## src/rtl/gmii16_consts.svh

```systemverilog
// Named constants for the two-lane 16-bit interface and its serial line.
// Assumes inclusion by bare name from the package and the top module.
`ifndef GMII16_CONSTS_SVH
`define GMII16_CONSTS_SVH
`define LANE_BITS     8
`define WORD_BITS     16
`define UPPER_LANE    1
`define LOWER_LANE    0
`define FIRST_BIT_IDX 3'h0
`define LAST_BIT_IDX  3'h7
`define BIT_STEP      3'h1
`define BOTH_LANES    2'h3
`define UPPER_ONLY    2'h2
`define NO_LANES      2'h0
`define BYTE_ZERO     8'h00
`define WORD_ZERO     16'h0000
`define MIN_SYNC      2
`endif

```

## src/rtl/gmii16_pkg.sv

```systemverilog
// Types shared by the lane interface: word carrier, line bits, tx states.
// Assumes the constants header is on the include path.
`default_nettype none
`include "gmii16_consts.svh"
package gmii16_pkg;

  typedef struct packed
  {
    logic [`WORD_BITS-1:0] data;
    logic [1:0]            valid;
    logic [1:0]            error;
  } lane_word_t;

  typedef struct packed
  {
    logic data;
    logic valid;
    logic error;
  } line_bits_t;

  typedef enum logic [2:0]
  {
    TX_IDLE  = 3'h1,
    TX_UPPER = 3'h2,
    TX_LOWER = 3'h4
  } tx_state_t;

endpackage : gmii16_pkg
`default_nettype wire

```

## src/rtl/gmii16_phy_lane_interface.sv

```systemverilog
// Two-lane 16-bit MAC-facing interface with a bit-serial line on each side.
// Assumes the MAC runs on CLK_SYS; the receive line pins are asynchronous.
`timescale 1ns/1ps
`default_nettype none
`include "gmii16_consts.svh"
module gmii16_phy_lane_interface
#(
  parameter int SYNC_STAGES = `MIN_SYNC
)
(
  input  wire logic                   CLK_SYS,
  input  wire logic                   RSTN,
  input  wire logic [`WORD_BITS-1:0]  TRANSMIT_WORD_IN,
  input  wire logic [1:0]             TRANSMIT_LANE_VALID,
  input  wire logic [1:0]             TRANSMIT_LANE_ERROR,
  output var  logic                   TRANSMIT_READY,
  output var  gmii16_pkg::line_bits_t LINE_TX_OUT,
  input  wire gmii16_pkg::line_bits_t LINE_RX_IN,
  output var  logic [`WORD_BITS-1:0]  RECEIVE_WORD_OUT,
  output var  logic [1:0]             RECEIVE_LANE_VALID,
  output var  logic [1:0]             RECEIVE_LANE_ERROR
);
  import gmii16_pkg::*;

  // ****************************************************************
  // Parameter check
  // ****************************************************************
  generate
    if (SYNC_STAGES < `MIN_SYNC)
    begin : bad_sync_stages
      $error("SYNC_STAGES must be at least two.");
    end
  endgenerate

  // ****************************************************************
  // Helper functions
  // ****************************************************************
  function automatic logic is_last_lane(input tx_state_t s,
                                        input logic [1:0] v);
    is_last_lane = (s == TX_LOWER) ||
                   ((s == TX_UPPER) && !v[`LOWER_LANE]);
  endfunction : is_last_lane

  function automatic logic lane_bit(input lane_word_t w,
                                    input tx_state_t  s,
                                    input logic [2:0] b);
    logic [`LANE_BITS-1:0] sel;
    sel = (s == TX_UPPER) ? w.data[`WORD_BITS-1:`LANE_BITS]
                          : w.data[`LANE_BITS-1:0];
    lane_bit = sel[b];
  endfunction : lane_bit

  // ****************************************************************
  // Transmit serializer
  // ****************************************************************
  tx_state_t  tx_state_reg;
  tx_state_t  tx_state_next;
  lane_word_t tx_word_reg;
  lane_word_t tx_word_next;
  logic [2:0] tx_bit_reg;
  logic [2:0] tx_bit_next;
  logic       tx_ready_reg;
  logic       tx_ready_next;
  line_bits_t tx_line_reg;
  line_bits_t tx_line_next;
  logic       tx_take;
  lane_word_t tx_in_word;

  always_comb
  begin
    tx_in_word.data  = TRANSMIT_WORD_IN;
    tx_in_word.valid = TRANSMIT_LANE_VALID;
    tx_in_word.error = TRANSMIT_LANE_ERROR;
    tx_take       = tx_ready_reg && (|TRANSMIT_LANE_VALID);
    tx_state_next = tx_state_reg;
    tx_word_next  = tx_word_reg;
    tx_bit_next   = tx_bit_reg;
    if (tx_state_reg != TX_IDLE && tx_bit_reg != `LAST_BIT_IDX)
    begin
      tx_bit_next = tx_bit_reg + `BIT_STEP;
    end
    else if (tx_state_reg == TX_UPPER &&
             tx_word_reg.valid[`LOWER_LANE])
    begin
      tx_state_next = TX_LOWER;
      tx_bit_next   = `FIRST_BIT_IDX;
    end
    else if (tx_take)
    begin
      tx_word_next = tx_in_word;
      tx_bit_next  = `FIRST_BIT_IDX;
      if (TRANSMIT_LANE_VALID[`UPPER_LANE])
      begin
        tx_state_next = TX_UPPER;
      end
      else
      begin
        tx_state_next = TX_LOWER;
      end
    end
    else
    begin
      tx_state_next = TX_IDLE;
      tx_bit_next   = `FIRST_BIT_IDX;
    end
    // Ready is raised during the final bit so back-to-back words leave
    // no idle gap on the line, which the far end would read as frame end.
    tx_ready_next = (tx_state_next == TX_IDLE) ||
                    ((tx_bit_next == `LAST_BIT_IDX) &&
                     is_last_lane(tx_state_next, tx_word_next.valid));
    tx_line_next.valid = (tx_state_next != TX_IDLE);
    tx_line_next.data  = tx_line_next.valid &&
                         lane_bit(tx_word_next, tx_state_next, tx_bit_next);
    unique case (tx_state_next)
      TX_UPPER: tx_line_next.error = tx_word_next.error[`UPPER_LANE];
      TX_LOWER: tx_line_next.error = tx_word_next.error[`LOWER_LANE];
      TX_IDLE:  tx_line_next.error = 1'b0;
      default:  tx_line_next.error = 1'b0;
    endcase
  end

  always_ff @(posedge CLK_SYS or negedge RSTN)
  begin
    if (!RSTN)
    begin
      tx_state_reg <= TX_IDLE;
      tx_word_reg  <= '0;
      tx_bit_reg   <= `FIRST_BIT_IDX;
      tx_ready_reg <= 1'b0;
      tx_line_reg  <= '0;
    end
    else
    begin
      tx_state_reg <= tx_state_next;
      tx_word_reg  <= tx_word_next;
      tx_bit_reg   <= tx_bit_next;
      tx_ready_reg <= tx_ready_next;
      tx_line_reg  <= tx_line_next;
    end
  end

  // ****************************************************************
  // Receive line synchronizer
  // ****************************************************************
  line_bits_t sync_reg  [SYNC_STAGES];
  line_bits_t sync_next [SYNC_STAGES];
  line_bits_t rx_line;

  assign sync_next[0] = LINE_RX_IN;
  genvar gi;
  generate
    for (gi = 1; gi < SYNC_STAGES; gi++)
    begin : sync_chain
      assign sync_next[gi] = sync_reg[gi-1];
    end
  endgenerate
  assign rx_line = sync_reg[SYNC_STAGES-1];

  always_ff @(posedge CLK_SYS or negedge RSTN)
  begin
    if (!RSTN)
    begin
      for (int i = 0; i < SYNC_STAGES; i++)
      begin
        sync_reg[i] <= '0;
      end
    end
    else
    begin
      sync_reg <= sync_next;
    end
  end

  // ****************************************************************
  // Receive deserializer
  // ****************************************************************
  logic [2:0]            rx_bit_reg;
  logic [2:0]            rx_bit_next;
  logic [`LANE_BITS-1:0] rx_byte_reg;
  logic [`LANE_BITS-1:0] rx_byte_next;
  logic                  rx_berr_reg;
  logic                  rx_berr_next;
  logic                  rx_have_reg;
  logic                  rx_have_next;
  logic [`LANE_BITS-1:0] rx_upper_reg;
  logic [`LANE_BITS-1:0] rx_upper_next;
  logic                  rx_uerr_reg;
  logic                  rx_uerr_next;
  lane_word_t            rx_out_reg;
  lane_word_t            rx_out_next;
  logic                  rx_err_acc;

  always_comb
  begin
    rx_bit_next       = rx_bit_reg;
    rx_byte_next      = rx_byte_reg;
    rx_berr_next      = rx_berr_reg;
    rx_have_next      = rx_have_reg;
    rx_upper_next     = rx_upper_reg;
    rx_uerr_next      = rx_uerr_reg;
    rx_out_next       = rx_out_reg;
    rx_out_next.valid = `NO_LANES;
    rx_err_acc        = rx_berr_reg | rx_line.error;
    if (rx_line.valid)
    begin
      rx_byte_next[rx_bit_reg] = rx_line.data;
      if (rx_bit_reg == `LAST_BIT_IDX)
      begin
        rx_bit_next  = `FIRST_BIT_IDX;
        rx_berr_next = 1'b0;
        if (!rx_have_reg)
        begin
          rx_upper_next = rx_byte_next;
          rx_uerr_next  = rx_err_acc;
          rx_have_next  = 1'b1;
        end
        else
        begin
          rx_out_next.data  = {rx_upper_reg, rx_byte_next};
          rx_out_next.valid = `BOTH_LANES;
          rx_out_next.error = {rx_uerr_reg, rx_err_acc};
          rx_have_next      = 1'b0;
        end
      end
      else
      begin
        rx_bit_next  = rx_bit_reg + `BIT_STEP;
        rx_berr_next = rx_err_acc;
      end
    end
    else
    begin
      // A partial byte at frame end carries no data and is dropped.
      rx_bit_next  = `FIRST_BIT_IDX;
      rx_berr_next = 1'b0;
      if (rx_have_reg)
      begin
        rx_out_next.data  = {rx_upper_reg, `BYTE_ZERO};
        rx_out_next.valid = `UPPER_ONLY;
        rx_out_next.error = {rx_uerr_reg, 1'b0};
        rx_have_next      = 1'b0;
      end
    end
  end

  always_ff @(posedge CLK_SYS or negedge RSTN)
  begin
    if (!RSTN)
    begin
      rx_bit_reg   <= `FIRST_BIT_IDX;
      rx_byte_reg  <= `BYTE_ZERO;
      rx_berr_reg  <= 1'b0;
      rx_have_reg  <= 1'b0;
      rx_upper_reg <= `BYTE_ZERO;
      rx_uerr_reg  <= 1'b0;
      rx_out_reg   <= '0;
    end
    else
    begin
      rx_bit_reg   <= rx_bit_next;
      rx_byte_reg  <= rx_byte_next;
      rx_berr_reg  <= rx_berr_next;
      rx_have_reg  <= rx_have_next;
      rx_upper_reg <= rx_upper_next;
      rx_uerr_reg  <= rx_uerr_next;
      rx_out_reg   <= rx_out_next;
    end
  end

  // ****************************************************************
  // Outputs
  // ****************************************************************
  // Word and qualifiers aligned
  assign TRANSMIT_READY     = tx_ready_reg;
  assign LINE_TX_OUT        = tx_line_reg;
  assign RECEIVE_WORD_OUT   = rx_out_reg.data;
  assign RECEIVE_LANE_VALID = rx_out_reg.valid;
  assign RECEIVE_LANE_ERROR = rx_out_reg.error;

endmodule : gmii16_phy_lane_interface
`default_nettype wire

```

## config.mk

```make
export PLATFORM = sky130hd
export DESIGN_NAME = gmii16_phy_lane_interface
export DESIGN_NICKNAME = d
export VERILOG_FILES = /design/src/rtl/gmii16_pkg.sv /design/src/rtl/gmii16_phy_lane_interface.sv
export VERILOG_INCLUDE_DIRS = /design/src /design/src/rtl
export SDC_FILE = /design/constraint.sdc
export NUM_CORES = 1
export LEC_CHECK = 0
export ABC_AREA = 1
export ABC_CLOCK_PERIOD_IN_PS = 5390
export BUFFER_PORTS_ARGS = -buffer_cell sky130_fd_sc_hd__buf_2
export CAP_MARGIN = 25
export CORE_UTILIZATION = 47
export CTS_BUF_LIST = sky130_fd_sc_hd__clkbuf_2
export DETAILED_ROUTE_END_ITERATION = 8
export PLACE_DENSITY = 0.68
export SLEW_MARGIN = 10
export SYNTH_ARGS = -nofsm -noshare
export SYNTH_HDL_FRONTEND = slang
export SYNTH_SLANG_ARGS = --single-unit
```

## constraint.sdc

```tcl
create_clock -name CLK_SYS -period 5.39 [get_ports CLK_SYS]
set_input_delay 1.078 -clock CLK_SYS [delete_from_list [all_inputs] [get_ports CLK_SYS]]
set_output_delay 1.078 -clock CLK_SYS [all_outputs]
set_load 0.05 [all_outputs]
```

[Word level (Yosys, flattened, before mapping)]
Cells that the tools add are included.
Storage, ports and cells
  bits of input ports: 25
  logic and storage cells: 86
  bits in registers: 78
Cells by class
  bitwise operators: 4
  equal/unequal tests: 11
  $lt $le $gt $ge: 3
  multiplexer cells: 26
  reduce and logical (&&, ||, !) cells: 15
  add/sub/neg operators: 2
Operator list (count)
  20-bit two-way mux: 7
  3-bit two-way mux: 7
  3-bit == test, second input constant: 3
  3-bit AND reduction: 3
  8-bit bitwise mux: 1
  3-bit by 4-bit less-than comparator with 1-bit output, second input constant: 2
  8-bit two-way mux: 1
  1-bit logical AND: 7
  1-bit two-way mux: 7
  3-bit by 1-bit adder with 3-bit output, second input constant: 2
  3-bit by 2-bit == test with 1-bit output, second input constant: 2
  3-bit by 1-bit != test with 1-bit output, second input constant: 2
  1-bit binary-select mux with 3-bit select: 1
  1-bit demux with 3-bit select: 1
  3-bit by 1-bit == test with 1-bit output, second input constant: 1
  3-bit by 1-bit >= comparator with 1-bit output, second input constant: 1
  3-bit != test, second input constant: 1
  1-bit NOT: 3
  1-bit logical OR: 2
  2-bit by 1-bit != test with 1-bit output, second input constant: 1
  2-bit != test, second input constant: 1
  1-bit one-hot mux with 2 select lines: 1
  2-bit nonzero test: 1
  2-bit OR reduction: 1
  2 further kinds: 2

[Depth between registers and ports, before layout]
  word-level depth: 10
  gate-level depth with buffers: 15
  depth with buffers taken out: 14

[Worst setup path after synthesis]
OpenSTA, ideal clock, no wires.
  path kind: in2reg
  from: input TRANSMIT_LANE_VALID[1]
  to: register tx_line_reg, in the netlist LINE_TX_OUT[2]
  cell stages on the path: 10
  data required time: 5.273 ns
  setup time: 0.117 ns
  data arrival time: 2.028 ns
  buffers on the path: 0
  slack: 3.245 ns
  path through: o21ai_1 > nand2_1 > nand2_1 > nand2_4 > nand3_4 > o21ai_1 > a21oi_1 > nor2_1 > nor2_1 > nor2_1
RTL lines
  start: declaration: RTL line gmii16_phy_lane_interface.sv:14  | input wire logic [1:0] TRANSMIT_LANE_VALID,
  end signal: assignment: RTL line gmii16_phy_lane_interface.sv:138  | tx_line_reg <= tx_line_next;
  end: declaration: RTL line gmii16_phy_lane_interface.sv:64  | line_bits_t tx_line_reg;

[Worst setup path in the final report]
  from: register rx_bit_reg[0]
  to: register rx_out_reg, in the netlist RECEIVE_WORD_OUT[1]
On the way
  cells in the longest elaborated chain, start to end: 8
  elaborated cells on any way between the ends: 13
  those cells by class: 2 x order compare; 3 x eq/ne; 6 x mux; 2 x reduce/logical
Ends and longest elaborated chain
  start: declaration: RTL line gmii16_phy_lane_interface.sv:177  | logic [2:0] rx_bit_reg;
  start signal: assignment: RTL line gmii16_phy_lane_interface.sv:250  | rx_bit_reg <= `FIRST_BIT_IDX;
  start signal: assignment: RTL line gmii16_phy_lane_interface.sv:260  | rx_bit_reg <= rx_bit_next;
  3-bit by 4-bit less-than comparator with 1-bit output (not written as such) / 3-bit by 1-bit >= comparator with 1-bit output (equally long branches): RTL line gmii16_phy_lane_interface.sv:206  | rx_byte_next[rx_bit_reg] = rx_line.data;
  1-bit logical AND (not written as such): RTL line gmii16_phy_lane_interface.sv:206
  1-bit two-way mux (not written as such): RTL line gmii16_phy_lane_interface.sv:206
  1-bit demux with 3-bit select: RTL line gmii16_phy_lane_interface.sv:206
  8-bit bitwise mux: RTL line gmii16_phy_lane_interface.sv:206
  20-bit two-way mux: RTL line gmii16_phy_lane_interface.sv:211  | if (!rx_have_reg)
  20-bit two-way mux: RTL line gmii16_phy_lane_interface.sv:207  | if (rx_bit_reg == `LAST_BIT_IDX)
  20-bit two-way mux: RTL line gmii16_phy_lane_interface.sv:204  | if (rx_line.valid)
  end signal: assignment: RTL line gmii16_phy_lane_interface.sv:266  | rx_out_reg <= rx_out_next;
  end: declaration: RTL line gmii16_phy_lane_interface.sv:189  | lane_word_t rx_out_reg;
Several ways; a longest one is shown, not always the timed one. The select of a mux whose other input is x is not followed.
A chain may end at the register's enable or synchronous reset.

==> impl_metrics.env <==
export IMPL_status="completed"
export IMPL_dp_hpwl_um=4250
export IMPL_grt_max_degree=78
export IMPL_hold_path_class="reg2reg"
export IMPL_r2r_worst_path_cells=7
export IMPL_r2r_start="rx_bit_reg[0]"
export IMPL_syn2layout_area_growth_pct=11.4
export IMPL_finClkSkew_ns=0.0143
export IMPL_placed_cell_area_um2=3500
export IMPL_synth_area_leaders="dfrtp_1, nand2_1, o21ai_0"
export IMPL_async_flop_share=1.00
export IMPL_drive_above_1_share=0.185
export IMPL_holdPathEnd="rx_line[2]"
export IMPL_dr_pass1_iters=4
export IMPL_timing_final_crit_share=0.494
export IMPL_crit_path_start_kind="flip-flop"
export IMPL_end_kind="flip-flop"
export IMPL_drtIter0Drc=154
export IMPL_start_util=0.500
export IMPL_synth_top_family_by_area="simple AND/OR/NAND/NOR gates"
export IMPL_ios=49
export IMPL_cts_clk_slew_worst_paths_ns=0.19
export IMPL_tns_ns=0
export IMPL_cts_buffers=9
export IMPL_hp_start="sync_next[2]"
export IMPL_grt_antenna_before_repair=0
export IMPL_clockRootBuffer="clkbuf_2"
export IMPL_yosysMostFrequentCell="nand2_1"
export IMPL_reg2reg_slack_ns=2.73
export IMPL_synth_avg_cell_area_um2=9.32
export IMPL_grt_use_total=0.189
export IMPL_grt_overflow=0
export IMPL_drt_antenna_violating_nets=0
export IMPL_core_rowCount=29
export IMPL_first_global_vias=2165
export IMPL_synth_area_um2=3240
export IMPL_crit_arrival_ns=3.04
export IMPL_ctsResizeCount=0
export IMPL_synth_ff_type="dfrtp_1"
export IMPL_port_buffers=48
export IMPL_wirelength_um=6260
export IMPL_yosys_warnings=0
export IMPL_fmax_ghz=0.375
export IMPL_required_ns=5.76
export IMPL_yosysSeqAreaShare=0.594
export IMPL_yosysTopAreaCellShare=0.586
export IMPL_drt_vias_per_instance=5.03
export IMPL_avgRoutedWirePerCell_um=13.1
export IMPL_rr_endpoint="RECEIVE_WORD_OUT[1]"
export IMPL_postCtsSetupBuffers=0
export IMPL_drv_slew=0
export IMPL_layout_min_cycle_time_ns=2.66
export IMPL_cts_sinks=77
export IMPL_ys_seq_elements=77
export IMPL_design_area_um2=3610
export IMPL_setup_violations_final=0
export IMPL_maxCapViolCount=0
export IMPL_core_area_um2=6490
export IMPL_synthSimpleGateAreaFrac=0.250
export IMPL_clockBufferDepth=2
export IMPL_synth_xor_area_frac=0
export IMPL_synth_top_cell_by_area="dfrtp_1"
export IMPL_vias=2397
export IMPL_nets=426
export IMPL_drcViolationCount=0
export IMPL_die_area_um2=7240
export IMPL_power_density_nw_per_um2=434
export IMPL_cts_hold_repair_buffers=0
export IMPL_netlist_instances=348
export IMPL_synth_edf_count=0
export IMPL_syn_num_nets=377
export IMPL_synth_mux_area_fraction=0.0247
export IMPL_power_leakage_nw=1.99
export IMPL_synth_compound_area_frac=0.0594
export IMPL_hold_depth=0
export IMPL_worst_pin_slew_ns=0.815
export IMPL_gp_congestion=0.859
export IMPL_fillCellCount=615
export IMPL_report_final_hold_viol_count=0
export IMPL_synthDistinctLibCells=27
export IMPL_antenna_cells=0
export IMPL_tritoncts="yes"
export IMPL_slew_headroom=0.455
export IMPL_worstPathMaxFanout=18
export IMPL_largest_reg_flops=19
export IMPL_netlist_top_cells_count="nand2_1, dfrtp_1, o21ai_0"
export IMPL_rsz0062_at_grt="no"
export IMPL_grt_pass1_wl_um=10500
export IMPL_die_w_um=85.1
export IMPL_critPathKind="reg2reg"
export IMPL_irDropWorstVdd_mv=0.177
export IMPL_die_height_um=85.1
export IMPL_htreeDepth=3
export IMPL_synth_fa_ha_area_frac=0.0154
export IMPL_insertion_delay_ns=0.48
-- where the power goes --
group	total [mW]	switching [mW]	internal [mW]	leakage (nW)
combinational	0.543	0.382	0.162	0.925
sequential	0.750	0.0509	0.699	1.00
clock	0.277	0.177	0.100	0.0604
-- critical path, stage by stage, from the launching register on --
cell,delay [ns]
dfrtp_1,0.50
ha_1,0.19
ha_1,0.17
nor2_1,0.06
nor2_1,0.63
clkinv_1,0.72
nand2_1,0.18
o21ai_0,0.11
-- cell families after synthesis --
group,Yosys count
DFF,77
AOI/OAI and AO/OA,35
muxes,8
and+or+nand+nor,186
buffers and inverters,38
adders and majority gates,4
-- placed cells by master, fill, tap and decap left out, types with 2 or more instances in the layout --
| cell type | n |
|---|---|
| nand2_1 | 123 |
| dfrtp_1 | 76 |
| buf_2 | 47 |
| o21ai_0 | 27 |
| nand3_1 | 26 |
| inv_1 | 22 |
| nor2_1 | 16 |
| clkbuf_2 | 10 |
| nand4_1 | 8 |
| mux2i_1 | 8 |
| clkinv_1 | 6 |
| ha_1 | 4 |
| o21ai_1 | 3 |
| nand3_2 | 3 |
| nand2_2 | 3 |
| nor3_1 | 3 |
| inv_2 | 2 |
| nand2_4 | 2 |
| a21oi_1 | 2 |
-- per-stage QoR --
step,hold WS (ns),setup WS [ns],util,power [mW],std cells
floorplan,0.331,3.24,-,1.20,348
global placement,0.332,2.71,0.539,1.29,462
detailed placement,0.335,2.58,0.539,1.30,462
CTS,0.375,2.68,0.553,1.58,476
global route,0.384,2.45,0.557,1.69,477
finish,0.371,2.73,0.557,1.57,477
-- worst max-delay path by stage --
stage / depth (start not counted) / startpoint / endpoint / slack, ns
final: 7 / rx_bit_reg[0] / RECEIVE_WORD_OUT[1] / 2.73
after global routing: 7 / rx_bit_reg[0] / RECEIVE_WORD_OUT[5] / 2.45
after CTS: 7 / rx_bit_reg[0] / RECEIVE_WORD_OUT[1] / 2.68
after detailed placement: 12 / TRANSMIT_LANE_VALID[1] / LINE_TX_OUT[2] / 2.58
after global placement: 12 / TRANSMIT_LANE_VALID[0] / LINE_TX_OUT[2] / 2.71
after floorplan: 10 / TRANSMIT_LANE_VALID[1] / LINE_TX_OUT[2] / 3.24
-- area by class of cell --
class                      instances  area [um2]  share of cell area
clock inverter                     4        41.3              0.0114
sequential                        77        1930               0.533
inverter                          27         101              0.0280
timing repair buffer              49         263              0.0727
tap                               77        96.3              0.0267
multi-input combinational        233        1130               0.314
clock buffer                      10        50.0              0.0138
-- routing by layer --
metal | track usage | part of all wire
met4 | 0.0832 | 0.014
met2 | 0.253 | 0.40
met5 | 0 | 0
met3 | 0.0379 | 0.041
met1 | 0.293 | 0.54
Power figures use the tool's default switching activity.
